[src/hbdc_pkg.sv]
// Package with constants and carrier types for the half-bridge control block
// Functional notes
// (RULE1) Enable low floats output; else follow input
// (RULE2) Brushed motor: both enabled, input pairs
// (RULE3) Solenoid: low energises, high brakes, off coasts
// (RULE4) Compensation pads each edge to target delay
// (RULE5) Controller sets target to delay plus deadtime
// (RULE6) Regulator-off bit disables buck regulator
// (RULE7) Internal pulse at 20 or 40 kHz
// (RULE8) Mid-rail level disables limit; lower sets limit
// (RULE9) Limiting only in current-limit PWM modes
// (RULE10) High-side sourced load gets no limiting
// (RULE11) Compensation enable resets to disabled
// (RULE12) Target code maps to 0.4..3.2 us steps
// (RULE13) Longer of internal and controller dead time
// (RULE14) Over-limit turns high side off rest of period
// (RULE15) Reset restores all configuration defaults
package hbdc_pkg;
  // ==========================================================
  // Timing
  localparam int CLK_MHZ = 100;
  localparam int PERIOD_NS = 10;
  localparam int STEP_NS = 200;
  localparam int STEP_CYC = STEP_NS / PERIOD_NS;
  localparam int BASE_NS = 200;
  localparam int BASE_CYC = BASE_NS / PERIOD_NS;
  localparam int DEAD_NS = 100;
  localparam int DEAD_CYC = (DEAD_NS + PERIOD_NS - 1) / PERIOD_NS;
  localparam int PULSE20_HZ = 20000;
  localparam int PULSE40_HZ = 40000;
  localparam int P20_CYC = CLK_MHZ * 1000000 / PULSE20_HZ;
  localparam int P40_CYC = CLK_MHZ * 1000000 / PULSE40_HZ;
  localparam int PULSE_ON_CYC = 50;
  localparam int CNT_W = 13;
  // ==========================================================
  // Reset values
  localparam logic RST_COMP_ON = 1'h0;
  localparam logic [3:0] RST_GOAL = 4'h0;
  localparam logic RST_REG_OFF = 1'h0;
  localparam logic RST_SEL40 = 1'h0;
  // ==========================================================
  // Modes
  typedef enum logic [1:0] {
    MODE_6X, MODE_3X, MODE_6X_LIM, MODE_3X_LIM
  } hbdc_mode_type;
  // Per-phase controller command
  typedef struct packed {
    logic level;
    logic on;
  } hbdc_cmd_type;
  // Per-phase pin drive
  typedef struct packed {
    logic hiOn;
    logic loOn;
    logic pinOut;
    logic pinOe;
  } hbdc_drv_type;
  // Configuration bits
  typedef struct packed {
    logic skewCompOn;
    logic [3:0] skewGoal;
    logic regulatorOff;
    logic sel40k;
    hbdc_mode_type mode;
  } hbdc_cfg_type;
endpackage

[src/hbdc_phase.sv]
// One half-bridge phase: dead time, delay pad and limit gating
`timescale 1ns/100ps
module hbdc_phase
  import hbdc_pkg::*;
(
  input wire logic mclk,
  input wire logic rst,
  input wire hbdc_pkg::hbdc_cmd_type cmd,
  input wire logic compOn,
  input wire logic [8:0] padCyc,
  input wire logic limitOn,
  input wire logic overLimit,
  input wire logic periodStart,
  output hbdc_pkg::hbdc_drv_type drv
);
  // ==========================================================
  // Delayed command after compensation pad
  hbdc_cmd_type held_ff;
  hbdc_cmd_type cmdLast_ff;
  logic [8:0] padCnt_ff; // Longest pad is 320 cycles, so nine bits
  logic chop_ff;
  logic [5:0] deadCnt_ff;
  logic wantHi;
  logic wantLo;
  // Pad every edge by the programmed extra delay
  always_ff @(posedge mclk)
  begin
    if (rst)
    begin
      held_ff <= '0;
      cmdLast_ff <= '0;
      padCnt_ff <= 9'h000;
    end
    else
    begin
      cmdLast_ff <= cmd;
      if (cmd != cmdLast_ff)
        padCnt_ff <= compOn ? padCyc : 9'h000; // RULE4
      else if (padCnt_ff != 9'h000)
        padCnt_ff <= padCnt_ff - 9'h001;
      // Same total delay whichever way current flows
      if (cmd == cmdLast_ff && padCnt_ff == 9'h000)
        held_ff <= cmd; // RULE4
    end
  end
  // Chop latch cleared only at period start
  always_ff @(posedge mclk)
  begin
    if (rst)
      chop_ff <= 1'h0;
    else if (limitOn && overLimit && held_ff.on && held_ff.level)
      chop_ff <= 1'h1; // RULE14
    else if (periodStart)
      chop_ff <= 1'h0;
  end
  // Desired switch states from the truth table
  always_comb
  begin
    wantHi = held_ff.on && held_ff.level && !chop_ff; // RULE1 RULE14
    wantLo = held_ff.on && !held_ff.level; // RULE1
  end
  // Dead time: longer of internal gap and controller gap wins
  always_ff @(posedge mclk)
  begin
    if (rst)
    begin
      drv <= '0;
      deadCnt_ff <= 6'h00;
    end
    else
    begin
      drv.pinOe <= held_ff.on; // RULE1
      drv.pinOut <= held_ff.on && held_ff.level && !chop_ff;
      if ((drv.hiOn && !wantHi) || (drv.loOn && !wantLo))
      begin
        drv.hiOn <= drv.hiOn && wantHi;
        drv.loOn <= drv.loOn && wantLo;
        deadCnt_ff <= 6'(DEAD_CYC); // RULE13
      end
      else if (deadCnt_ff != 6'h00)
        deadCnt_ff <= deadCnt_ff - 6'h01;
      else
      begin
        drv.hiOn <= wantHi && !drv.loOn; // RULE13
        drv.loOn <= wantLo && !drv.hiOn;
      end
    end
  end
  // ==========================================================
  // Checks
  AST_NO_SHOOT: assert property (@(posedge mclk) disable iff (rst) // RULE13
    !(drv.hiOn && drv.loOn))
    else $error("both switches on");
  AST_FLOAT: assert property (@(posedge mclk) disable iff (rst) // RULE1
    !held_ff.on |=> !drv.pinOe)
    else $error("output not floated");
  AST_CHOP: assert property (@(posedge mclk) disable iff (rst) // RULE14
    chop_ff && !periodStart |=> chop_ff && !wantHi)
    else $error("chop released early");
  AST_DEAD: assert property (@(posedge mclk) disable iff (rst) // RULE13
    $fell(drv.hiOn) |-> !drv.loOn [*2])
    else $error("dead time short");
  COV_CHOP: cover property (@(posedge mclk) $rose(chop_ff));
  COV_LOW: cover property (@(posedge mclk) $rose(drv.loOn));
endmodule // hbdc_phase

[src/hbdc_top.sv]
// Half-bridge drive control top: config, pulse generator, three phases
`timescale 1ns/100ps
module hbdc_top
  import hbdc_pkg::*;
(
  input wire logic mclk,
  input wire logic rst,
  input wire hbdc_pkg::hbdc_cmd_type phaseAIn,
  input wire hbdc_pkg::hbdc_cmd_type phaseBIn,
  input wire hbdc_pkg::hbdc_cmd_type phaseCIn,
  input wire hbdc_pkg::hbdc_cfg_type cfgIn,
  input wire logic cfgLoad,
  input wire logic serialVariant,
  input wire logic limitDisabled,
  input wire logic [2:0] overLimit,
  input wire logic [2:0] hsSourced,
  output hbdc_pkg::hbdc_drv_type phaseAOut,
  output hbdc_pkg::hbdc_drv_type phaseBOut,
  output hbdc_pkg::hbdc_drv_type phaseCOut,
  output logic regulatorOff,
  output logic [2:0] senseOn,
  output logic pulseActive
);
  // ==========================================================
  // Configuration
  hbdc_cfg_type cfg_ff;
  logic [CNT_W-1:0] perCnt_ff;
  logic periodStart;
  logic [8:0] padCyc; // Up to 320 cycles at code 15
  logic limitOn;
  logic [2:0] full_ff;
  hbdc_cmd_type [2:0] cmds;
  hbdc_drv_type [2:0] drvs;
  // Configuration latch, defaults on reset
  always_ff @(posedge mclk)
  begin
    if (rst)
    begin
      cfg_ff.skewCompOn <= RST_COMP_ON; // RULE11 RULE15
      cfg_ff.skewGoal <= RST_GOAL; // RULE12 RULE15
      cfg_ff.regulatorOff <= RST_REG_OFF;
      cfg_ff.sel40k <= RST_SEL40;
      cfg_ff.mode <= MODE_6X;
    end
    else if (cfgLoad)
    begin
      cfg_ff <= cfgIn;
      // Pin variant can neither disable buck nor program target
      if (!serialVariant)
      begin
        cfg_ff.regulatorOff <= 1'h0; // RULE6
        cfg_ff.skewGoal <= RST_GOAL; // RULE5
      end
    end
  end
  // Regulator disable output
  always_ff @(posedge mclk)
  begin
    if (rst)
      regulatorOff <= 1'h0;
    else
      regulatorOff <= cfg_ff.regulatorOff; // RULE6
  end
  // Code 0 means no pad; else base plus steps, 0.4..3.2 us
  always_comb
  begin
    if (cfg_ff.skewGoal == 4'h0)
      padCyc = 9'h000; // RULE12
    else
      padCyc = 9'(BASE_CYC) + 9'(cfg_ff.skewGoal) * 9'(STEP_CYC);
  end
  // Limiting only in limit modes and not at mid-rail
  always_comb
  begin
    limitOn = (cfg_ff.mode == MODE_6X_LIM || cfg_ff.mode == MODE_3X_LIM)
      && !limitDisabled; // RULE8 RULE9
  end
  // ==========================================================
  // Internal pulse timer for full duty sampling
  always_ff @(posedge mclk)
  begin
    if (rst)
      perCnt_ff <= '0;
    else if (periodStart)
      perCnt_ff <= '0;
    else
      perCnt_ff <= perCnt_ff + CNT_W'(1);
  end
  assign periodStart = perCnt_ff ==
    (cfg_ff.sel40k ? CNT_W'(P40_CYC - 1) : CNT_W'(P20_CYC - 1)); // RULE7
  assign cmds = {phaseCIn, phaseBIn, phaseAIn};
  // A phase still high at a period start is at full duty until it drops
  always_ff @(posedge mclk)
  begin
    if (rst)
    begin
      full_ff <= 3'h0;
      pulseActive <= 1'h0;
    end
    else
    begin
      for (int i = 0; i < 3; i++)
        if (!(cmds[i].on && cmds[i].level))
          full_ff[i] <= 1'h0;
        else if (periodStart)
          full_ff[i] <= 1'h1;
      pulseActive <= limitOn && (|full_ff); // RULE7
    end
  end
  // Sense feedback only when low side carries the current
  always_ff @(posedge mclk)
  begin
    if (rst)
      senseOn <= 3'h0;
    else
      for (int i = 0; i < 3; i++)
        senseOn[i] <= drvs[i].loOn && !hsSourced[i]; // RULE9 RULE10
  end
  // ==========================================================
  // Phase instances
  for (genvar g = 0; g < 3; g++)
  begin : gPhase
    hbdc_phase uPhase (
      .mclk(mclk),
      .rst(rst),
      .cmd(cmds[g]),
      .compOn(cfg_ff.skewCompOn),
      .padCyc(padCyc),
      .limitOn(limitOn && !hsSourced[g]), // RULE10
      .overLimit(overLimit[g]),
      .periodStart(periodStart),
      .drv(drvs[g])
    );
  end
  assign phaseAOut = drvs[0];
  assign phaseBOut = drvs[1];
  assign phaseCOut = drvs[2];
  // ==========================================================
  // Checks
  AST_REG_PIN: assert property (@(posedge mclk) disable iff (rst) // RULE6
    cfgLoad && !serialVariant |=> ##1 !regulatorOff)
    else $error("pin variant disabled buck");
  // Serial variant must really honour the regulator-off bit
  AST_REG_SER: assert property (@(posedge mclk) disable iff (rst) // RULE6
    cfgLoad && serialVariant && cfgIn.regulatorOff |=> ##1 regulatorOff)
    else $error("serial variant kept buck on");
  AST_NO_LIMIT: assert property (@(posedge mclk) disable iff (rst) // RULE9
    cfg_ff.mode == MODE_6X |-> !limitOn)
    else $error("limit in plain mode");
  // Code 15 is 3.2 us, i.e. 320 cycles of pad
  AST_PAD: assert property (@(posedge mclk) disable iff (rst) // RULE12
    cfg_ff.skewGoal == 4'hF |-> padCyc == 9'h140)
    else $error("target 3.2 us wrong");
  AST_MID: assert property (@(posedge mclk) disable iff (rst) // RULE8
    limitDisabled |-> !limitOn)
    else $error("limit at mid rail");
  AST_RST: assert property (@(posedge mclk) // RULE11 RULE15
    rst |=> !cfg_ff.skewCompOn && cfg_ff.skewGoal == 4'h0)
    else $error("reset value wrong");
  // Outputs come back quiet one edge into reset
  AST_RST_OUT: assert property (@(posedge mclk) // RULE15
    rst |=> !regulatorOff && !pulseActive && senseOn == 3'h0)
    else $error("outputs not cleared by reset");
  // No internal pulse unless limiting is live
  AST_PULSE_OFF: assert property (@(posedge mclk) disable iff (rst) // RULE9
    !limitOn |=> !pulseActive)
    else $error("pulse outside limit mode");
  // Ground-tied loads never report sense feedback
  AST_SENSE_HS: assert property (@(posedge mclk) disable iff (rst) // RULE10
    |hsSourced |=> (senseOn & $past(hsSourced)) == 3'h0)
    else $error("sense on sourced phase");
  COV_PULSE: cover property (@(posedge mclk) $rose(pulseActive));
  COV_SENSE: cover property (@(posedge mclk) $rose(senseOn[0]));
  COV_COMP: cover property (@(posedge mclk) cfg_ff.skewCompOn);
endmodule // hbdc_top

[config.mk]
export PLATFORM = sky130hd
export DESIGN_NAME = hbdc_top
export DESIGN_NICKNAME = d
export VERILOG_FILES = /design/src/hbdc_pkg.sv /design/src/hbdc_phase.sv /design/src/hbdc_top.sv
export SDC_FILE = /design/constraint.sdc
export NUM_CORES = 1
export LEC_CHECK = 0
export BUFFER_PORTS_ARGS = -buffer_cell sky130_fd_sc_hd__buf_2
export CORE_ASPECT_RATIO = 1.25
export CORE_UTILIZATION = 24
export CTS_CLUSTER_DIAMETER = 50
export DETAILED_ROUTE_END_ITERATION = 6
export HOLD_SLACK_MARGIN = 0.12
export PLACE_DENSITY = 0.38
export SLEW_MARGIN = 15
export SYNTH_ARGS = -nofsm -noshare
export SYNTH_HDL_FRONTEND = slang
export SYNTH_SLANG_ARGS = --single-unit
[constraint.sdc]
create_clock -name mclk -period 5.4 [get_ports mclk]
set_input_delay 0.54 -clock mclk [delete_from_list [all_inputs] [get_ports mclk]]
set_output_delay 0.54 -clock mclk [all_outputs]
set_load 0.05 [all_outputs]
== Word-level counts from Yosys, hierarchy flattened ==
Cells that the tools add are included.
W data, S select, Z words.
Operators by class
  add/subtract/negate cells: 8
  $mul: 1
  equality and inequality tests: 12
  multiplexer cells: 26
  bitwise operators: 3
  reduce and logical (&&, ||, !) cells: 103
Operator list (number)
  $mux W9: 8
  $logic_and A1 B1 Y1: 50
  $logic_not A9 Y1: 3
  $reduce_bool A9 Y1: 3
  $sub A9 B1 Y9 const B: 3
  $mux W4: 6
  $logic_not A1 Y1: 22
  $reduce_bool A2 Y1: 9
  $reduce_bool A6 Y1: 3
  $sub A6 B1 Y6 const B: 3
  $reduce_or A2 Y1: 7
  $add A13 B1 Y13 const B: 1
  $eq A13 B13 Y1: 1
  $mux W13: 1
  $mux W2: 6
  $add A5 B9 Y9 const A: 1
  $mul A4 B3 Y7 const B: 1
  $eq A2 B2 Y1: 3
  $ne A2 B1 Y1 const B: 3
  $ne A2 B2 Y1: 3
  $mux W5: 1
  $eq A2 B2 Y1 const B: 2
  $logic_not A4 Y1: 1
  $logic_or A1 B1 Y1: 4
  other kinds (3): 8
Word-level totals
  register bits: 102
  input port bits: 26
  output and inout bits: 17
  logic and storage cells: 201

== Depth between registers and ports, before layout ==
  depth after elaboration: 8
  mapped depth: 7
  gate-level depth less buffers: 7

== Cells and area by module ==
From an unflattened synthesis, not the netlist that was laid out.
Second synthesis, totals
  cells, all modules: 528
  area, all modules: 4760.8 um^2
By module, submodules not included
  hbdc_phase: times used 3, cells an instance 126, area an instance 1118.6 um^2, seq. area each 480.5 um^2
  hbdc_top: times used 1, cells an instance 150, area an instance 1405.1 um^2, seq. area each 580.6 um^2

== Worst setup path before layout ==
No wires, ideal clock.
  path type: reg2reg
  start point: reg cfg_ff[7] (netlist name)
  end point: reg gPhase[1].uPhase.padCnt_ff[8]
  library setup time: 0.070 ns
  arrival: 2.198 ns
  data required time: 5.330 ns
  slack: 3.132 ns
  stages on the path, launching flop included: 8
  path buffers: 0
  period minus slack after synthesis: 2.268 ns
  cells stage by stage: dfxtp_1 -> ha_1 -> ha_1 -> fa_1 -> nand2_1 -> a2111oi_0 -> o21ai_0 -> a21oi_1
Between the ends
  longest elaborated chain between the ends: 5
  elaborated cells between the ends (all ways): 6
  those cells by class: add/sub: 1; mul: 1; mux: 3; reduce/logical: 1
RTL lines
  start: declaration: line hbdc_top.sv:26  | hbdc_cfg_type cfg_ff;
  start signal: assignment: line hbdc_top.sv:47  | cfg_ff <= cfgIn;
  $mul A4 B3 Y7: line hbdc_top.sv:70  | padCyc = 9'(BASE_CYC) + 9'(cfg_ff.skewGoal) * 9'(STEP_CYC);
  $add A5 B9 Y9: line hbdc_top.sv:70
  $mux W9 (*): line hbdc_top.sv:67  | if (cfg_ff.skewGoal == 4'h0)
  $mux W9 (*): line hbdc_phase.sv:38  | padCnt_ff <= compOn ? padCyc : 9'h000;
  $mux W9 (*): line hbdc_phase.sv:37  | if (cmd != cmdLast_ff)
  end signal: assignment: line hbdc_phase.sv:38
  end signal: assignment: line hbdc_phase.sv:40  | padCnt_ff <= padCnt_ff - 9'h001;
  end: declaration: line hbdc_phase.sv:20  | logic [8:0] padCnt_ff;
Every way passes the cells marked *; elsewhere a longest branch is shown, timed or not.
A chain may end at the register's enable or synchronous reset.

== Final worst setup path ==
Ends and elaborated chain as after synthesis.

==> results.py <==
metrics = {
    "sta": {
        "setup_ws_ns": 2.66,
        "slew_violations": 0,
        "finalHoldViolCount": 0,
        "setup_tns_ns": 0,
        "skew_ns": 0.00876,
        "period_share_pct": 50.7,
        "timing.fmax_mhz": 365,
        "maxSlewHeadroom_pct": 30.4,
        "period_needed_ns": 2.74,
        "setup_viol": 0,
        "tightest_slew_ns": 1.04,
        "rsz0062_at_grt": "false",
    },
    "floorplan": {
        "die_area_mm2": 0.0199,
        "io_pins": 43,
        "rows": 56,
        "die_h_um": 157,
        "start_util_pct": 24.6,
        "core-area_mm2": 0.0188,
        "die_w_um": 126,
    },
    "logic_synthesis": {
        "syn_area_mm2": 0.00463,
        "synth_cell_types": 56,
        "ys_seq_elements": 101,
        "async_flop_share_pct": 0,
        "yosysSeqAreaShare_pct": 43.6,
        "ys_warn_count": 0,
        "yosys.area_share.xor_xnor_pct": 10.0,
        "syn_inst": 509,
        "synth_compound_area_share_pct": 15.2,
        "synth_adder_area_share_pct": 4.21,
        "synth_top_family_by_area": "simple AND/OR/NAND/NOR gates",
        "synth_simple_gate_area_share_pct": 22.6,
        "synth_edf_count": 0,
        "synth_ff_type": "dfxtp_1",
        "synthMuxAreaShare_pct": 1.13,
        "postSynthAreaPerCell_um2": 9.10,
        "syn_nets": 550,
    },
    "routing": {
        "drt-initial-drc-count": 158,
        "detail_route.wl_per_cell_um": 14.5,
        "vias": 3668,
        "first_pass_iters": 4,
        "vias_per_cell": 4.69,
        "ant_nets": 0,
        "finalWirelength_mm": 11.3,
        "drc_errors": 0,
    },
    "power": {
        "p_per_area_mw_per_mm2": 404,
        "leakagePower_uw": 0.00207,
        "vdd_drop_max_mv": 0.147,
    },
    "place": {
        "pre_cts_slack_ns": 2.71,
        "gp_congestion": 0.789,
        "place_hpwl_mm": 8.30,
        "io_buffers": 41,
        "dp.cells": 767,
        "placed_cell_area_mm2": 0.00505,
    },
    "clock_network": {
        "cts.sinks": 101,
        "cts_hold_buf": 0,
        "ctsResizeCount": 0,
        "clkLatencyLatePin_ns": 0.35,
        "cts_buffers": 9,
        "clk_pin_slew_ns": 0.07,
        "htreeDepth": 3,
        "post_cts_buffers": 0,
        "cts_tree": "built",
        "cts_buffer_depth": 2,
        "clk_root_buffer_cell": "clkbuf_16",
    },
    "grt": {
        "overflow": 0,
        "first_global_vias": 3718,
        "grt_max_degree": 49,
        "grt_usage_pct": 12.2,
        "grt_antenna_before_repair": 0,
        "grt_pass1_wl_mm": 18.9,
    },
    "layout": {
        "nFillCells": 1977,
        "mostFrequentLayoutCells": "dfxtp_1 (101), a21oi_1 (41), buf_2 (41)",
        "mostFrequentLayoutCell": "dfxtp_1",
        "seq_area_mm2": 0.00202,
        "fin_area_mm2": 0.00534,
        "multi_input_area_mm2": 0.00247,
        "nets": 587,
        "drive_above_1_share_pct": 12.9,
        "antenna_cells": 0,
        "instances_no_fill": 782,
        "syn_to_final_growth_pct": 15.3,
        "final_core_util_pct": 28.4,
    },
    "worst_setup_path": {
        "cp.arrival_ns": 3.01,
        "cp_cell_sequence": "ha_1 -> ha_1 -> fa_1 -> nand2_1 -> a2111oi_0 -> o21ai_0 -> a21oi_1",
        "worst_path_most_repeated_cell": "ha_1",
        "r2r_cells": 7,
        "cpMaxStageDelayCell": "a2111oi_0",
        "rrSetupSlack_ns": 2.66,
        "timing.rr.start": "cfg_ff[7]$_SDFFE_PP0P_",
        "path_buf_inv": 0,
        "setup.worst_path.class": "reg -> reg",
        "worstPathRequired_ns": 5.67,
        "cp_max_fo": 6,
        "critPathCaptureType": "register",
        "timing.rr.end": "gPhase[1].uPhase.padCnt_ff[8]$_SDFFE_PP0N_",
        "critPathMaxStageDelay_ns": 0.67,
        "crit_path_start_kind": "register",
        "critPathTopFamily": "compound AO/OA/AOI/OAI gates",
    },
    "worst_hold_path": {
        "min_to": "senseOn[2]$_SDFF_PP0_",
        "hold_depth": 2,
        "min_path_type": "in -> reg",
        "worstHoldStart": "hsSourced[2]",
    },
    "outcome": {
        "status": "completed",
    },
    "run": {
        "cap_violations": 0,
    },
}
## layer usage
| metal | global-route usage (%) | share of wire (%) |
|---|---|---|
| met3 | 1.77 | 2.2 |
| met2 | 21.3 | 49 |
| met1 | 14.6 | 47 |
| met4 | 5.91 | 2.1 |
| met5 | 0 | 0 |
## worst max path at each step
stage                            from  depth (start not counted)                                    endpoint  slack [ns]
3_5_place_dp   cfg_ff[7]$_SDFFE_PP0P_                          7  gPhase[1].uPhase.padCnt_ff[8]$_SDFFE_PP0N_        2.71
2_1_floorplan  cfg_ff[7]$_SDFFE_PP0P_                          7  gPhase[1].uPhase.padCnt_ff[8]$_SDFFE_PP0N_        3.13
4_1_cts        cfg_ff[7]$_SDFFE_PP0P_                          7  gPhase[1].uPhase.padCnt_ff[8]$_SDFFE_PP0N_        2.66
3_3_place_gp   cfg_ff[7]$_SDFFE_PP0P_                          7  gPhase[1].uPhase.padCnt_ff[8]$_SDFFE_PP0N_        2.68
5_1_grt        cfg_ff[7]$_SDFFE_PP0P_                          7  gPhase[1].uPhase.padCnt_ff[8]$_SDFFE_PP0N_        2.50
6_report       cfg_ff[7]$_SDFFE_PP0P_                          7  gPhase[1].uPhase.padCnt_ff[8]$_SDFFE_PP0N_        2.66
## flip-flops by register name, indices dropped and copies added, names as in the netlist
name	count
cfg_ff	8
perCnt_ff	13
gPhase.uPhase.cmdLast_ff	6
senseOn	3
gPhase.uPhase.held_ff	6
gPhase.uPhase.drv	12
full_ff	3
gPhase.uPhase.deadCnt_ff	18
regulatorOff	1
gPhase.uPhase.padCnt_ff	27
gPhase.uPhase.chop_ff	3
pulseActive	1
## cells in the mapped netlist, types with 3 or more instances
cell type  number  area, µm²
a211oi_1       20        150
a21oi_1        41        205
a31oi_1         4       25.0
and2_1          7       43.8
and3_1          8       50.1
and3b_1         5       43.8
clkbuf_1       11       41.3
dfxtp_1       101       2020
ha_1           14        175
inv_1          19       71.3
mux2i_1         3       30.0
nand2_1        20       75.1
nand2b_1        7       43.8
nand3_1        24        120
nand4_1         6       37.5
nor2_1         40        150
nor2b_1        15       93.8
nor3_1         15       75.1
nor3b_1        11       82.6
nor4_1          5       31.3
o211a_1         3       30.0
o21a_1          3       22.5
o21ai_0        21        105
o311ai_0        3       26.3
or2_2           5       31.3
or3_1           7       43.8
xnor2_1        33        289
xor2_1         20        175
## cell type report
| class | instances | area share, % |
|---|---|---|
| timing repair buffer | 41 | 3.84 |
| multi-input combinational | 374 | 46.1 |
| tap | 232 | 5.43 |
| sequential | 101 | 37.8 |
| clock inverter | 5 | 1.12 |
| clock buffer | 10 | 4.28 |
| inverter | 19 | 1.33 |
## power by group
| part | internal (µW) | switching [µW] | total, µW |
|---|---|---|---|
| Sequential | 834 | 75.2 | 909 |
| Clock | 360 | 294 | 653 |
| Combinational | 280 | 318 | 598 |
| Total | 1470 | 687 | 2160 |
## kinds of logic after synthesis
family / count (synthesis)
AO/OA/AOI/OAI: 113
XOR/XNOR: 53
adder cells (fa/ha/maj): 15
buffers and inverters: 34
flip-flops: 101
multiplexers: 5
AND/OR/NAND/NOR: 188
## stage by stage
step | power [µW] | hold slack [ns]
finish | 2160 | 0.351
detailed placement | 1530 | 0.457
global route | 2310 | 0.349
floorplan | 1410 | 0.430
global placement | 1520 | 0.447
CTS | 2190 | 0.340
Power figures use the tool's default switching activity.
